## src/wwdt_regs.svh

```systemverilog
// Notes on behaviour
// - Window 10: early half clears interrupt
// - Window 11: early three quarters interrupt
// - Gear clock periods 2^18 to 2^24
// - Low clock periods 2^11 to 2^17
// - Action bit: interrupt or reset request
// - Fields locked while enable reads one
// - Enabling write also loads the fields
// - Config bit 7 reads 1, bit 6 0
// - Code 0x4E zeroes counter in window
// - Code 0xB1 stops only when enable 0
// - Other codes have no effect
// - Count view returns counter, read-only
// - Window 00: clear allowed any time
// - Disabled counter forced to zero
// - Early clear interrupts, counter keeps counting
// - Counter holds during stop, idle, sleep
`ifndef WWDT_REGS_SVH
`define WWDT_REGS_SVH

`define WWDT_IDX_CONFIG 16'h0fd4
`define WWDT_IDX_CODE 16'h0fd5
`define WWDT_IDX_COUNT 16'h0fd6
`define WWDT_IDX_EVENT 16'h0fd8
`define WWDT_IDX_MASK 16'h0fd9
`define WWDT_IDX_MODE 16'h0fda
`define WWDT_ADDR_SHIFT 2

`define WWDT_CFG_RESET 6'h26
`define WWDT_CFG_FIXED 2'b10
`define WWDT_CFG_EN_BIT 5
`define WWDT_MODE_DIV_BIT 0
`define WWDT_MODE_RUN_BIT 1

`define WWDT_CODE_CLEAR 8'h4e
`define WWDT_CODE_DISABLE 8'hb1

`define WWDT_WIN_ALWAYS 2'b00
`define WWDT_WIN_QUARTER 2'b01
`define WWDT_WIN_HALF 2'b10
`define WWDT_WIN_3Q 2'b11
`define WWDT_CNT_QUARTER 8'h40
`define WWDT_CNT_HALF 8'h80
`define WWDT_CNT_3Q 8'hc0
`define WWDT_CNT_MAX 8'hff

`define WWDT_GEAR_LOG2 18
`define WWDT_LOW_LOG2 11
`define WWDT_CNT_LOG2 8
`define WWDT_PRE_W 16

`endif

```

## src/wwdt_pkg.sv

```systemverilog
package wwdt_pkg;

	typedef struct packed {
		logic enable;
		logic [1:0] window;
		logic [1:0] period;
		logic action;
	} wwdt_cfg_t;

	typedef struct packed {
		logic reset_req;
		logic early;
		logic overflow;
	} wwdt_evt_t;

	typedef enum logic [1:0] {
		WWDT_STOPPED = 2'b01,
		WWDT_RUNNING = 2'b10
	} wwdt_run_t;

endpackage : wwdt_pkg

```

## src/wwdt_prescaler.sv

```systemverilog
`timescale 1ns/1ps
`include "wwdt_regs.svh"

module wwdt_prescaler (
	input wire logic ref_clk,
	input wire logic rst_n,
	input wire logic src_en,
	input wire logic clear,
	input wire logic [4:0] shift,
	output logic tick
);
	logic [`WWDT_PRE_W-1:0] pre_reg;
	logic [`WWDT_PRE_W-1:0] mask;

	// Mask of the low bits that must all be one before the counter steps.
	assign mask = ~({`WWDT_PRE_W{1'b1}} << shift);
	assign tick = src_en & ((pre_reg & mask) == mask);

	always_ff @(posedge ref_clk or negedge rst_n) begin
		if (!rst_n) begin
			pre_reg <= '0;
		end else if (clear) begin
			pre_reg <= '0;
		end else if (src_en) begin
			pre_reg <= pre_reg + 1'b1;
		end
	end

endmodule : wwdt_prescaler

```

## src/wwdt_top.sv

```systemverilog
// Register access over APB was left to the implementer.
`timescale 1ns/1ps
`include "wwdt_regs.svh"

module wwdt_top #(
	parameter int GEAR_LOG2 = `WWDT_GEAR_LOG2,
	parameter int LOW_LOG2 = `WWDT_LOW_LOG2
) (
	input wire logic ref_clk,
	input wire logic rst_n,
	input wire logic psel,
	input wire logic penable,
	input wire logic pwrite,
	input wire logic [15:0] paddr,
	input wire logic [31:0] pwdata,
	output logic [31:0] prdata,
	output logic pready,
	output logic pslverr,
	input wire logic low_frequency_clock,
	input wire logic slow_mode,
	input wire logic hold_count,
	output logic wdt_irq_req,
	output logic wdt_reset_req,
	output logic irq,
	output wwdt_pkg::wwdt_cfg_t cfg_out
);
	import wwdt_pkg::*;

	// ********************************************************
	// Address decode and clear window helpers
	// ********************************************************

	function automatic logic addr_hit(input logic [15:0] addr, input logic [15:0] idx);
		addr_hit = (addr == 16'(idx << `WWDT_ADDR_SHIFT));
	endfunction : addr_hit

	// Only mapped offsets answer without an error.
	function automatic logic addr_mapped(input logic [15:0] addr);
		addr_mapped = addr_hit(addr, `WWDT_IDX_CONFIG) |
			addr_hit(addr, `WWDT_IDX_CODE) |
			addr_hit(addr, `WWDT_IDX_COUNT) |
			addr_hit(addr, `WWDT_IDX_EVENT) |
			addr_hit(addr, `WWDT_IDX_MASK) |
			addr_hit(addr, `WWDT_IDX_MODE);
	endfunction : addr_mapped

	// A clear that lands before the window opens counts as a fault.
	function automatic logic clear_too_early(input logic [1:0] win, input logic [7:0] cnt);
		unique case (win)
			`WWDT_WIN_ALWAYS: clear_too_early = 1'b0;
			`WWDT_WIN_QUARTER: clear_too_early = (cnt < `WWDT_CNT_QUARTER);
			`WWDT_WIN_HALF: clear_too_early = (cnt < `WWDT_CNT_HALF);
			`WWDT_WIN_3Q: clear_too_early = (cnt < `WWDT_CNT_3Q);
		endcase
	endfunction : clear_too_early

	// ********************************************************
	// Declarations
	// ********************************************************

	wwdt_cfg_t cfg_reg;
	wwdt_run_t run_reg;
	wwdt_evt_t event_reg;
	wwdt_evt_t mask_reg;
	wwdt_evt_t evt_now;
	logic div_opt_reg;
	logic [7:0] cnt_reg;
	logic [7:0] cnt_next;
	logic [31:0] prdata_reg;
	logic [31:0] rdata_mux;
	logic wdt_irq_req_reg;
	logic wdt_reset_req_reg;
	logic lf_sync1_reg;
	logic lf_sync2_reg;
	logic lf_prev_reg;
	logic lf_rise;
	logic setup_phase;
	logic access_phase;
	logic bus_wr;
	logic cfg_wr;
	logic code_wr;
	logic event_wr;
	logic mask_wr;
	logic mode_wr;
	logic clear_cmd;
	logic disable_cmd;
	logic early_clear;
	logic good_clear;
	logic running;
	logic use_low;
	logic src_en;
	logic pre_clear;
	logic pre_tick;
	logic cnt_tick;
	logic overflow;
	logic [4:0] shift;
	logic [4:0] gear_base;
	logic [4:0] low_base;
	logic sel_config;
	logic sel_code;
	logic sel_count;
	logic sel_event;
	logic sel_mask;
	logic sel_mode;

	// ********************************************************
	// Register selects
	// ********************************************************

	// One decoder per register keeps the read and write paths in step.
	assign sel_config = addr_hit(paddr, `WWDT_IDX_CONFIG);
	assign sel_code = addr_hit(paddr, `WWDT_IDX_CODE);
	assign sel_count = addr_hit(paddr, `WWDT_IDX_COUNT);
	assign sel_event = addr_hit(paddr, `WWDT_IDX_EVENT);
	assign sel_mask = addr_hit(paddr, `WWDT_IDX_MASK);
	assign sel_mode = addr_hit(paddr, `WWDT_IDX_MODE);

	// ********************************************************
	// APB slave
	// ********************************************************

	assign setup_phase = psel & ~penable;
	assign access_phase = psel & penable;
	// Every access completes in its first access cycle.
	assign pready = 1'b1;
	// Unmapped offsets are flagged but otherwise ignored.
	assign pslverr = access_phase & ~addr_mapped(paddr);
	assign bus_wr = access_phase & pwrite;
	assign cfg_wr = bus_wr & sel_config;
	assign code_wr = bus_wr & sel_code;
	assign event_wr = bus_wr & sel_event;
	assign mask_wr = bus_wr & sel_mask;
	assign mode_wr = bus_wr & sel_mode;
	assign prdata = prdata_reg;

	always_comb begin
		rdata_mux = '0;
		if (sel_config) begin
			rdata_mux[7:0] = {`WWDT_CFG_FIXED, cfg_reg};
		end else if (sel_count) begin
			rdata_mux[7:0] = cnt_reg;
		end else if (sel_event) begin
			rdata_mux[$bits(wwdt_evt_t)-1:0] = event_reg;
		end else if (sel_mask) begin
			rdata_mux[$bits(wwdt_evt_t)-1:0] = mask_reg;
		end else if (sel_mode) begin
			rdata_mux[`WWDT_MODE_DIV_BIT] = div_opt_reg;
			rdata_mux[`WWDT_MODE_RUN_BIT] = running;
		end
	end

	// Read data is captured in the setup cycle so it comes from a flip-flop.
	// The code port reads as zero; it is write-only.
	always_ff @(posedge ref_clk or negedge rst_n) begin
		if (!rst_n) begin
			prdata_reg <= '0;
		end else if (setup_phase & ~pwrite) begin
			prdata_reg <= rdata_mux;
		end
	end

	// ********************************************************
	// Configuration register
	// ********************************************************

	// While enabled only the enable bit takes a write, so a stray store cannot shorten the period.
	always_ff @(posedge ref_clk or negedge rst_n) begin
		if (!rst_n) begin
			cfg_reg <= `WWDT_CFG_RESET;
		end else if (cfg_wr) begin
			if (cfg_reg.enable) begin
				cfg_reg.enable <= pwdata[`WWDT_CFG_EN_BIT];
			end else begin
				cfg_reg <= pwdata[`WWDT_CFG_EN_BIT:0];
			end
		end
	end

	assign cfg_out = cfg_reg;

	always_ff @(posedge ref_clk or negedge rst_n) begin
		if (!rst_n) begin
			div_opt_reg <= 1'b0;
		end else if (mode_wr) begin
			div_opt_reg <= pwdata[`WWDT_MODE_DIV_BIT];
		end
	end

	// ********************************************************
	// Control codes
	// ********************************************************

	// Anything but the two codes decodes to neither command.
	assign clear_cmd = code_wr & (pwdata[7:0] == `WWDT_CODE_CLEAR);
	// Stopping needs enable already cleared by software first.
	assign disable_cmd = code_wr & (pwdata[7:0] == `WWDT_CODE_DISABLE) &
		~cfg_reg.enable;
	assign early_clear = clear_cmd & running & clear_too_early(cfg_reg.window, cnt_reg);
	assign good_clear = clear_cmd & running & ~early_clear;

	// ********************************************************
	// Run state
	// ********************************************************

	// Clearing enable alone keeps the watchdog running; the disable code must follow.
	always_ff @(posedge ref_clk or negedge rst_n) begin
		if (!rst_n) begin
			run_reg <= WWDT_RUNNING;
		end else begin
			unique case (run_reg)
				WWDT_RUNNING: begin
					if (disable_cmd) begin
						run_reg <= WWDT_STOPPED;
					end
				end
				WWDT_STOPPED: begin
					if (cfg_wr & pwdata[`WWDT_CFG_EN_BIT]) begin
						run_reg <= WWDT_RUNNING;
					end
				end
				default: begin
					run_reg <= WWDT_STOPPED;
				end
			endcase
		end
	end

	assign running = (run_reg == WWDT_RUNNING);

	// ********************************************************
	// Source clock selection
	// ********************************************************

	// The low-frequency pin is asynchronous, so only its second stage is used.
	always_ff @(posedge ref_clk or negedge rst_n) begin
		if (!rst_n) begin
			lf_sync1_reg <= 1'b0;
			lf_sync2_reg <= 1'b0;
			lf_prev_reg <= 1'b0;
		end else begin
			lf_sync1_reg <= low_frequency_clock;
			lf_sync2_reg <= lf_sync1_reg;
			lf_prev_reg <= lf_sync2_reg;
		end
	end

	assign lf_rise = lf_sync2_reg & ~lf_prev_reg;
	// The divider option and slow mode both move the count onto the low clock.
	assign use_low = slow_mode | div_opt_reg;
	assign gear_base = 5'(GEAR_LOG2 - `WWDT_CNT_LOG2);
	assign low_base = 5'(LOW_LOG2 - `WWDT_CNT_LOG2);
	// Each period step is four times the previous one.
	assign shift = (use_low ? low_base : gear_base) +
		{2'b00, cfg_reg.period, 1'b0};
	// Counting pauses in low-power modes; nothing is lost across them.
	assign src_en = (use_low ? lf_rise : 1'b1) & running & ~hold_count;
	// Restarting the prescaler makes each period after a clear exact.
	assign pre_clear = ~running | good_clear | disable_cmd;

	wwdt_prescaler u_prescaler (
		.ref_clk(ref_clk),
		.rst_n(rst_n),
		.src_en(src_en),
		.clear(pre_clear),
		.shift(shift),
		.tick(pre_tick)
	);

	// ********************************************************
	// Up counter
	// ********************************************************

	// The tick is gated again so a stopped or held counter never steps.
	assign cnt_tick = pre_tick & running & ~hold_count;
	// Disable takes priority over a coinciding overflow, as does a valid clear.
	assign overflow = cnt_tick & (cnt_reg == `WWDT_CNT_MAX) & ~disable_cmd & ~good_clear;

	always_comb begin
		cnt_next = cnt_reg;
		if (~running | disable_cmd) begin
			cnt_next = '0;
		end else if (good_clear) begin
			cnt_next = '0;
		end else if (cnt_tick) begin
			cnt_next = cnt_reg + 1'b1;
		end
	end

	always_ff @(posedge ref_clk or negedge rst_n) begin
		if (!rst_n) begin
			cnt_reg <= '0;
		end else begin
			cnt_reg <= cnt_next;
		end
	end

	// ********************************************************
	// Requests and interrupt status
	// ********************************************************

	assign evt_now.overflow = overflow & ~cfg_reg.action;
	assign evt_now.reset_req = overflow & cfg_reg.action;
	assign evt_now.early = early_clear;

	always_ff @(posedge ref_clk or negedge rst_n) begin
		if (!rst_n) begin
			wdt_irq_req_reg <= 1'b0;
		end else begin
			wdt_irq_req_reg <= evt_now.overflow | evt_now.early;
		end
	end

	always_ff @(posedge ref_clk or negedge rst_n) begin
		if (!rst_n) begin
			wdt_reset_req_reg <= 1'b0;
		end else begin
			wdt_reset_req_reg <= evt_now.reset_req;
		end
	end

	assign wdt_irq_req = wdt_irq_req_reg;
	assign wdt_reset_req = wdt_reset_req_reg;

	// A new event in the cycle of its clearing write stays set.
	always_ff @(posedge ref_clk or negedge rst_n) begin
		if (!rst_n) begin
			event_reg <= '0;
		end else if (event_wr) begin
			event_reg <= (event_reg & ~wwdt_evt_t'(pwdata[$bits(wwdt_evt_t)-1:0])) | evt_now;
		end else begin
			event_reg <= event_reg | evt_now;
		end
	end

	always_ff @(posedge ref_clk or negedge rst_n) begin
		if (!rst_n) begin
			mask_reg <= '0;
		end else if (mask_wr) begin
			mask_reg <= pwdata[$bits(wwdt_evt_t)-1:0];
		end
	end

	// The line is a level, so software sees it until the status bit is cleared.
	assign irq = |(event_reg & mask_reg);

endmodule : wwdt_top

```

## config.mk

```make
export PLATFORM = sky130hd
export DESIGN_NAME = wwdt_top
export DESIGN_NICKNAME = d
export VERILOG_FILES = /design/src/wwdt_pkg.sv /design/src/wwdt_prescaler.sv /design/src/wwdt_top.sv
export VERILOG_INCLUDE_DIRS = /design/src
export SDC_FILE = /design/constraint.sdc
export NUM_CORES = 1
export LEC_CHECK = 0
export BUFFER_PORTS_ARGS = -buffer_cell sky130_fd_sc_hd__buf_2
export CAP_MARGIN = 5
export CORE_MARGIN = 4
export CORE_UTILIZATION = 35
export DETAILED_ROUTE_END_ITERATION = 16
export PLACE_DENSITY = 0.66
export SLEW_MARGIN = 40
export SYNTH_ARGS = -nofsm -noshare
export SYNTH_HDL_FRONTEND = slang
export SYNTH_SLANG_ARGS = --single-unit
```

## constraint.sdc

```tcl
create_clock -name ref_clk -period 7.4 [get_ports ref_clk]
set_input_delay 0.37 -clock ref_clk [delete_from_list [all_inputs] [get_ports ref_clk]]
set_output_delay 0.37 -clock ref_clk [all_outputs]
set_load 0.005 [all_outputs]
```

Yosys cells after proc, flatten, opt, wreduce, memory -nomap -nowiden
Cells that the tools add are included.

word-level totals
  register bits after elaboration = 52
  latch bits = 0
  memory bits (writable) = 0
  memory bits (read-only) = 0
  memories kept = 0

operators by class
  add/sub/neg operators = 3
  multiply operators = 0
  divide/modulo/power cells = 0
  order comparisons = 3
  equality and inequality tests = 17
  shift-type cells = 1
  mux-type cells = 19
  bitwise operators = 56
  reductions and logical operators = 6

operators by type and width
  kind                   count
  $eq 16x14->1 const B   6
  $mux 16                2
  $mux 8                 4
  $and 1x1->1            28
  $add 16x1->16 const B  1
  $and 16x16->16         1
  $eq 16x16->1           1
  $eq 8x8->1 const B     2
  $lt 8x8->1 const B     2
  $not 16->16            1
  $shl 16x5->16 const A  1
  $not 1->1              11
  $or 1x1->1             10
  $mux 3                 3
  $add 8x1->8 const B    1
  $eq 8x7->1 const B     1
  $lt 8x7->1 const B     1
  $mux 2                 4
  $and 3x3->3            2
  $eq 2x2->1 const B     3
  $or 3x3->3             2
  $add 4x3->5            1
  $mux 5                 1
  $eq 2x1->1 const B     2
  other kinds (11)       14

Depth between registers and ports, before layout
Gate-level depths: netlist of run 1.

  word-level depth = 16
  mapped depth = 10

Modules after synthesis
A second synthesis of run 1 with hierarchy kept.

unflattened totals
  cells, all modules = 333
  area, all modules = 3213.1 µm²

modules (own cells, without submodules)
  module          times used  cells an instance  area each (µm²)  sequential area each (µm²)
  wwdt_top        1           220                2219.6           905.9
  wwdt_prescaler  1           113                993.5            400.4

Least setup slack after synthesis of run 1
Ideal clock, no wire load.

  path kind = reg2reg
  start = register cfg_reg (netlist bit cfg_out[1])
  end = register cnt_reg[0]
  arrival time = 2.547 ns
  required time = 7.322 ns
  path slack = 4.775 ns
  cell stages (with the launch flop) = 11
  buffers on the path = 1
  clock period less this slack = 2.625 ns
  cell sequence = dfstp_2 ha_1 inv_1 ha_1 o21ai_0 a222oi_1 and4b_1 nand4_2 buf_4 or3_1 a21oi_1

between the ends
  word-level cells in the longest chain between the ends = 9

ends and longest elaborated chain
  item                                  line                  source
  start, declared                       wwdt_top.sv:61        wwdt_cfg_t cfg_reg;
  start signal, assigned                wwdt_top.sv:169       cfg_reg <= `WWDT_CFG_RESET;
  start signal, assigned                wwdt_top.sv:174       cfg_reg <= pwdata[`WWDT_CFG_EN_BIT:0];
  $add 4x3->5 *                         wwdt_top.sv:253       assign shift = (use_low ? low_base : gear_base) +
  $shl 16x5->16 *                       wwdt_prescaler.sv:16  assign mask = ~({`WWDT_PRE_W{1'b1}} << shift);
  $not 16->16 *                         wwdt_prescaler.sv:16
  $and 16x16->16                        wwdt_prescaler.sv:17  assign tick = src_en & ((pre_reg & mask) == mask);
  $eq 16x16->1 *                        wwdt_prescaler.sv:17
  $and 1x1->1 *                         wwdt_prescaler.sv:17
  $and 1x1->1 * (2 in a row)            wwdt_top.sv:274       assign cnt_tick = pre_tick & running & ~hold_count;
  $reduce_bool 3->1 (no source line) *  n/a
  end signal, assigned                  wwdt_top.sv:293       cnt_reg <= cnt_next;
  end, declared                         wwdt_top.sv:67        logic [7:0] cnt_reg;

Every way passes the cells marked *; elsewhere a longest branch is shown, timed or not.
A chain may end at the register's enable or synchronous reset.

Final worst setup path of run 1
  start = register cfg_reg (netlist bit cfg_out[1])
  end = register cnt_reg[4]

Same word-level chain as after synthesis.

==> flow_summary.toml, run 1 <==
[timing]
fin_crit_ps = 3160
hold_violations = 0
worstMarginPinSlew_ps = 557
finalClockSkew_ps = 12.2
rsz0062_at_grt = "no"
slew_viol_final = 0
min_period_over_period_pct = 42.8
relSlewSlack_pct = 62.6
timing.hold.ws_ps = 159
tns_ps = 0
setup_viol = 0
setup_ws_ps = 4240
fmax_mhz = 316

[floorplanning]
ios = 99
initial_utilization_pct = 35.9
core_um2 = 8720
die_w_um = 103
core.rowCount = 34
die_h_um = 103
dieArea_um2 = 10500

[power]
ir_drop_mv = 0.113
p_per_area_nw_per_um2 = 149
p_leak_nw = 1.61
finalPower_w = 0.000521

[clocking]
worstSkewPairLatency_ps = 310
cts_sinks = 52
cts_tree = "yes"
htree_levels = 2
cts_root_buf = "clkbuf_8"
cts_buffers = 5
path_clk_slew_ps = 100
cts_resized = 0
post_cts_buffers = 0
clock_path_buffers = 2

[global_routing]
gr-usage-all-layers_pct = 13.9
antenna_found_initial = 0
grt_max_degree = 45
gr-total-overflow = 0
grt_pass1_wl_um = 11700
grt_pass1_vias = 2359

[critical_path]
endpoint_kind = "register"
crit_type = "register to register"
arrival_ps = 3390
critPathLaunchType = "register"
cp_max_fo = 17
cp.required_ps = 7620

[logic_synthesis]
synth_seq_cells = 52
synth-async-reset-ratio_pct = 100
synth_edf_count = 0
avgSynthCellArea_um2 = 9.46
ys_warn_count = 0
syn_inst = 331
synth.yosys.seq_area_share_pct = 41.7
syn_area_um2 = 3130
synth_cell_types = 53
ys.flop_type = "dfrtp_1"

[worst_hold_path]
min_path_type = "input pin to register"

[cells_and_area]
n_antenna_cell = 0
num-nets-final = 440
drive_above_1_share_pct = 18.5
syn_to_final_growth_pct = 11.7
final_area_um2 = 3500
largest_reg_flops = 16

[placement]
io_buffers = 49
dp_hpwl_um = 5350
dp_slack_ps = 4270
place_area_um2 = 3380
place_congestion = 0.819

[drt]
ant_nets = 0
drt_iter0_drc = 152
drt-total-wl_um = 7190
drtPass1Iterations = 4
drc = 0
routed_via_density = 5.23
num_vias = 2547
wl_per_cell_um = 14.8

[job]
maxCapViolations = 0

[status]
outcome = "completed"
## worst paths after layout
kind                                      from           end  slack (ps)  cells after the start
hold / removal             low_frequency_clock  lf_sync1_reg         160                      1
min in group asynchronous                rst_n  lf_sync1_reg         420                      2
max in group asynchronous                rst_n    cfg_out[2]        6150                      3
setup reg to reg                    cfg_out[1]    cnt_reg[4]        4240                      9
setup / recovery                    cfg_out[1]    cnt_reg[4]        4240                      9
hold reg to reg                   lf_sync1_reg  lf_sync2_reg         360                      0
## repair_timing
action,in CTS,in global routing
hold endpoints to repair,8,0
hold buffers,1,0
endpoints found under the setup margin,0,0
## cell usage in the layout, fill, tap and decap left out, drive strengths merged, types with 4 or more instances in the layout
cell type	Yosys	final
a21oi	17	17
nand4	13	13
xor2	12	12
conb	2	25
ha	6	6
and4b	5	5
dfrtp	48	48
clkbuf	7	7
dfstp	4	4
or4	6	6
nand3	9	9
inv	16	16
o21ai	18	18
and3	8	8
o31ai	13	13
nand2	26	26
buf	27	50
mux2	8	8
mux2i	10	10
nor2	28	28
## critical path, cell delays in order (launching register included)
cell and delay [ps]:
dfstp_2 670, ha_1 200, inv_1 50, ha_1 350
o21ai_0 120, a222oi_1 310, and4b_1 260, nand4_2 330
or4_1 610, a21oi_1 160
## synthesized netlist by cell type, drive strengths merged (4+ instances only)
| master | instances | area [um^2] |
|---|---|---|
| a21oi | 17 | 88.8 |
| dfstp | 4 | 105 |
| mux2i | 10 | 100 |
| nor2 | 28 | 105 |
| and3 | 8 | 50.1 |
| mux2 | 8 | 90.1 |
| ha | 6 | 75.1 |
| nand3 | 9 | 45.0 |
| nand2 | 26 | 97.6 |
| buf | 27 | 200 |
| nand4 | 13 | 87.6 |
| o31ai | 13 | 97.6 |
| xor2 | 12 | 105 |
| or4 | 6 | 45.0 |
| inv | 16 | 60.1 |
| dfrtp | 48 | 1200 |
| and4b | 5 | 50.1 |
| o21ai | 18 | 90.1 |
| clkbuf | 7 | 26.3 |
## where the power goes
| part | switching, W | internal (W) |
|---|---|---|
| clock | 0.0000948 | 0.000101 |
| sequential | 0.000000227 | 0.000285 |
| combinational | 0.0000250 | 0.0000143 |
| total | 0.000120 | 0.000401 |
## metrics by stage
stage	util, %	instances
after global placement	38.8	478
after detailed placement	38.8	478
final	40.1	487
after global routing	40.1	487
after CTS	40.1	487
after floorplan	-	354
## final cells by class
| cell class | instances | area (um^2) |
|---|---|---|
| fill | 861 | 5220 |
| multi-input combinational | 251 | 1620 |
| sequential | 52 | 1310 |
| timing repair buffer | 51 | 263 |
| tap | 108 | 135 |
| clock buffer | 7 | 76.3 |
| inverter | 17 | 65.1 |
| clock inverter | 1 | 30.0 |
## per-layer routing
layer / GRT usage (%) / vias up / part of all wire [%]
li1: - / 1238 / -
met1: 19.4 / 1241 / 45
met2: 21.5 / 59 / 49
met3: 2.44 / 9 / 4.4
met4: 5.05 / 0 / 1.7
met5: 0 / - / 0
## cell families after synthesis
| family | synth area share, % |
|---|---|
| AO/OA/AOI/OAI | 13.3 |
| XOR/XNOR | 4.20 |
| adder cells (fa/ha/maj) | 2.72 |
| buffers and inverters | 9.31 |
| flip-flops | 41.7 |
| multiplexers | 6.07 |
| other | 0.240 |
| AND/OR/NAND/NOR | 22.5 |
Power figures use the tool's default switching activity.
==> run 2: changes to the inputs <==
==> constraint.sdc (replaced) <==
create_clock -name ref_clk -period 2.95 [get_ports ref_clk]
set_input_delay 0.1475 -clock ref_clk [delete_from_list [all_inputs] [get_ports ref_clk]]
set_output_delay 0.1475 -clock ref_clk [all_outputs]
set_load 0.005 [all_outputs]
==> run 2 against run 1 <==
Clock skew is 2.1 ps lower; clock-buffer cell count is 1 lower; die area stayed put; critical endpoint unchanged; sequential power grew to 2.5 times the previous value; global-route usage is 0.26 points higher; clock power is 110% higher.
==> flow_summary.toml, run 2 (synthesis gave the netlist of run 1 again) <==
[critical_path]
crit_chain = "ha_1 > inv_1 > ha_1 > o21ai_0 > a222oi_1 > and4b_1 > nand4_2 > buf_12 > or4_1 > a21oi_1"
regToRegStartpoint = "cfg_out[1]"
arrival_ps = 3040
crit_buf_inv = 2
endpoint_kind = "register"
worstSetupStartpoint = "cfg_out[1]"
ff2ff_setup_slack_ps = 150
worst-r2r-cell-count = 10
path_depth = 10
cp.required_ps = 3190
slowest_delay_ps = 540
cp_max_fo = 17
critPathLaunchType = "register"
crit_top_cell = "ha_1"
critPathSlowestCell = "dfstp_2"
critPathTopFamily = "simple AND/OR/NAND/NOR gates"
crit_type = "register to register"

[timing]
min_period_over_period_pct = 94.9
worstMarginPinSlew_ps = 555
tns_ps = 0
setup_viol = 0
fin_crit_ps = 2800
finalClockSkew_ps = 10.2
slew_viol_final = 0
hold_violations = 0
fmax_mhz = 357
relSlewSlack_pct = 62.7
setup_ws_ps = 151
rsz0062_at_grt = "no"

[drt]
drtPass1Iterations = 4
drt-total-wl_um = 7210
wl_per_cell_um = 14.6
routed_via_density = 5.16
num_vias = 2553
drc = 0
drt_iter0_drc = 135
ant_nets = 0

[placement]
dp_slack_ps = 174
place_congestion = 0.823
dp_hpwl_um = 5530
io_buffers = 49

[power]
p_per_area_nw_per_um2 = 347
p_leak_nw = 1.64
finalPower_w = 0.00123
ir_drop_mv = 0.155

[global_routing]
antenna_found_initial = 0
grt_pass1_wl_um = 11900
gr-usage-all-layers_pct = 14.1
grt_max_degree = 35
gr-total-overflow = 0
grt_pass1_vias = 2494

[clocking]
cts_root_buf = "clkbuf_8"
htree_levels = 2
worstSkewPairLatency_ps = 310
cts_sinks = 52
cts_tree = "yes"
post_cts_buffers = 0
cts_buffers = 5
path_clk_slew_ps = 100
clock_path_buffers = 2

[worst_hold_path]
min_path_type = "input pin to register"
hold_depth = 2
min_from = "pwdata[5]"

[cells_and_area]
largest_reg_flops = 16
syn_to_final_growth_pct = 13.5
n_antenna_cell = 0
drive_above_1_share_pct = 19.9
mostFrequentLayoutCells = "dfrtp_1, buf_2, nor2_1, nand2_1, conb_1"
fin_util_pct = 40.8
num-nets-final = 448
nFillCells = 851

[floorplanning]
die_h_um = 103
core_um2 = 8720
dieArea_um2 = 10500
core.rowCount = 34
initial_utilization_pct = 35.9
die_w_um = 103
ios = 99

[job]
maxCapViolations = 0

[status]
outcome = "completed"
run 2: path summary, 6_finish.rpt:
kind,to
max,cnt_reg[4]
min,run_reg[0]
max reg2reg,cnt_reg[4]
min reg2reg,lf_sync2_reg
max in group asynchronous,cfg_out[1]
min in group asynchronous,lf_sync2_reg
run 2: repair_timing:
action / 4_1_cts / 5_1_grt
endpoints found under the hold margin: 32 / 0
resized for setup: 0 / 0
endpoints found under the setup margin: 0 / 0
hold buffers: 2 / 0
run 2: per-stage QoR:
stage / area (um^2) / hold slack (ps) / instances
after global placement: 3440 / 256 / 485
after floorplan: 3220 / -148 / 354
final: 3560 / 93.7 / 495
after global routing: 3560 / 86.6 / 495
after CTS: 3550 / 76.6 / 495
after detailed placement: 3440 / 260 / 485
run 2: area by class of cell:
| class | instances | area, um^2 | share of cell area, % |
|---|---|---|---|
| Clock buffer | 6 | 72.6 | 2.04 |
| Clock inverter | 2 | 16.3 | 0.457 |
| Tap cell | 108 | 135 | 3.80 |
| Sequential cell | 52 | 1310 | 36.7 |
| Multi-Input combinational cell | 251 | 1620 | 45.6 |
| Inverter | 17 | 65.1 | 1.83 |
| Timing Repair Buffer | 59 | 340 | 9.57 |
run 2: metal layers:
layer,up-vias,global-route usage [%],share of wire (%)
li1,1253,-,-
met2,57,23.3,50
met3,7,1.89,4.3
met5,-,0,0
met4,0,5.35,1.3
met1,1236,18.9,44
run 2: power breakdown:
group / internal [W] / switching, W
Clock: 0.000171 / 0.000246
Sequential: 0.000715 / 0.000000648
Combinational: 0.0000378 / 0.0000628
run 2: worst register-to-register path: cells and delay by family (launching register included):
| kind | cells | cell delay [ps] |
|---|---|---|
| AOI/OAI and AO/OA | 3 | 590 |
| buffers and inverters | 2 | 240 |
| and+or+nand+nor | 3 | 910 |
| DFF | 1 | 540 |
| adders and majority gates | 2 | 470 |
==> run 3: changes to the inputs <==
--- a/config.mk
+++ b/config.mk
@@ -12,7 +12,9 @@
 export CORE_UTILIZATION = 35
 export DETAILED_ROUTE_END_ITERATION = 16
 export PLACE_DENSITY = 0.66
+export SKIP_LAST_GASP = 1
 export SLEW_MARGIN = 40
 export SYNTH_ARGS = -nofsm -noshare
 export SYNTH_HDL_FRONTEND = slang
+export SYNTH_HIERARCHICAL = 1
 export SYNTH_SLANG_ARGS = --single-unit
==> run 3 against run 2 <==
Routed wire length up 3.7%; final cell count up 0.20%; total power up 7.2%; critical path type unchanged; largest cell class unchanged; largest power group unchanged.
==> flow_summary.toml, run 3 <==
[status]
outcome = "completed"

[global_routing]
met2_usage_pct = 23.1
grt_util_met3_pct = 3.36
use_met1_pct = 18.7
busiest_layer = "met2"
grt_pass1_wl_um = 12800
grt_pass1_vias = 2577
antenna_found_initial = 0
gr-usage-all-layers_pct = 14.0
grt_max_degree = 36
gr-total-overflow = 0

[job]
maxCapViolations = 0

[worst_hold_path]
min_from = "pwdata[5]"
hold_depth = 3
holdPathEnd = "run_reg[1]"
min_path_type = "input pin to register"

[drt]
wl_per_cell_um = 15.1
routed_via_density = 5.27
drc = 0
drt-total-wl_um = 7480
drtPass1Iterations = 4
num_vias = 2614
drt_iter0_drc = 115
ant_nets = 0

[timing]
rsz0062_at_grt = "no"
fin_crit_ps = 2710
finalClockSkew_ps = 9.58
timing.hold.ws_ps = 130
worstMarginPinSlew_ps = 613
setup_viol = 0
hold_violations = 0
slew_viol_final = 0
relSlewSlack_pct = 58.8
tns_ps = 0
min_period_over_period_pct = 91.9
fmax_mhz = 369

[power]
p_per_area_nw_per_um2 = 355
ir_drop_mv = 0.216
p_leak_nw = 1.64

[cells_and_area]
drive_above_1_share_pct = 27.6
num-nets-final = 446
syn_to_final_growth_pct = 15.8
mostFrequentLayoutCells = "dfrtp_1, buf_2, nor2_1, nand2_1, conb_1"
final_area_um2 = 3720
n_antenna_cell = 0
largest_reg_flops = 16

[clocking]
path_clk_slew_ps = 100
cts_buffers = 5
clock_path_buffers = 2
worstSkewPairLatency_ps = 300
cts_tree = "yes"
cts_sinks = 52
htree_levels = 2
cts_root_buf = "clkbuf_8"

[critical_path]
arrival_ps = 2960
cp.required_ps = 3200
endpoint_kind = "register"
ff2ff_setup_slack_ps = 240
r2r-end = "event_reg[2]"
crit_type = "register to register"
critPathLaunchType = "register"
worst-r2r-cell-count = 12
cp_max_fo = 9
regToRegStartpoint = "cfg_out[1]"

[floorplanning]
core.rowCount = 34
dieArea_um2 = 10800
core_um2 = 8810
die_h_um = 104
die_w_um = 104
ios = 99
initial_utilization_pct = 36.5

[logic_synthesis]
synth.yosys.seq_area_share_pct = 40.7
synth_top_area_share_pct = 37.4
yosysTopAreaCell = "dfrtp_1"
syn_area_um2 = 3210
synth.most_common_cell = "dfrtp_1"
synth_edf_count = 0
synth_area_leaders = "dfrtp_1, buf_4, nor2_1, xor2_1, dfstp_2"
synth_cell_types = 67
synthTopCellsByCount = "dfrtp_1, nor2_1, nand2_1"
avgSynthCellArea_um2 = 9.65
ys.flop_type = "dfrtp_1"
synth_seq_cells = 52
syn_inst = 333
synth-async-reset-ratio_pct = 100
ys_warn_count = 6

[placement]
dp_hpwl_um = 5730
place_congestion = 0.869
io_buffers = 49
place_area_um2 = 3500
run 3: cell families (layout without fill, tap and decap cells):
kind of cell | after synthesis | in the layout | share of synthesized area [%]
buf+inv | 43 | 75 | 8.06
compound gates | 52 | 52 | 11.1
other cells | 2 | 25 | 0.234
simple gates | 147 | 147 | 28.7
flops | 52 | 52 | 40.7
xor+xnor | 22 | 22 | 6.00
mux | 12 | 12 | 4.13
fa+ha+maj | 3 | 3 | 1.17
run 3: cell type report:
type | instances | area, um^2
inverters | 9 | 33.8
clock inverters | 2 | 38.8
repair buffers | 58 | 320
clock buffers | 6 | 72.6
well taps | 108 | 135
flip-flops and latches | 52 | 1310
fillers | 874 | 5080
multi-input cells | 261 | 1820
run 3: through the flow:
step	utilization [%]	setup slack, ps	total power, W	cells
2_1_floorplan	-	110	0.000803	356
3_3_place_gp	39.7	97.7	0.000835	485
3_5_place_dp	39.7	83.3	0.000836	485
4_1_cts	41.2	39.4	0.00133	495
5_1_grt	42.3	26.0	0.00138	496
6_report	42.3	240	0.00132	496
run 3: per-layer routing:
metal | share of wire (%) | routed length, um | vias to the layer above
li1 | - | - | 1259
met1 | 46 | 3420 | 1264
met2 | 46 | 3460 | 87
met3 | 7.4 | 552 | 4
met4 | 0.55 | 41 | 0
met5 | 0 | 0 | -
run 3: worst max-delay path by stage:
stage                            from            to  cells past startpoint  slack (ps)
after floorplan            run_reg[1]    cnt_reg[6]                     11         110
after global placement    div_opt_reg  event_reg[2]                     13         100
after detailed placement  div_opt_reg  event_reg[2]                     13          80
after CTS                  cfg_out[1]  event_reg[2]                     13          40
after global routing       cfg_out[1]    cnt_reg[6]                     13          30
final                      cfg_out[1]  event_reg[2]                     12         240
run 3: worst max-delay path, stage by stage, from the launching register on:
cell and delay [ps]:
dfstp_2 590, inv_1 180, o21ai_2 180, o22ai_1 110, a21boi_0 190, a21oi_1 110
nor4_2 260, nor4bb_2 240, buf_4 180, nand3_1 80, nor2_1 170, o2111a_1 260
a21o_1 90
run 3: power breakdown:
group | internal [W] | switching, W | total (W)
Clock | 0.000257 | 0.000234 | 0.000491
Combinational | 0.0000393 | 0.0000721 | 0.000111
Sequential | 0.000717 | 0.00000220 | 0.000719
Total | 0.00101 | 0.000308 | 0.00132
run 3: repair_timing:
item                                    in CTS  in global routing
endpoints found under the hold margin       31                  0
endpoints found under the setup margin       0                 10
resized for setup                            0                 16
hold buffers                                 2                  0
buffers inserted                             0                  1
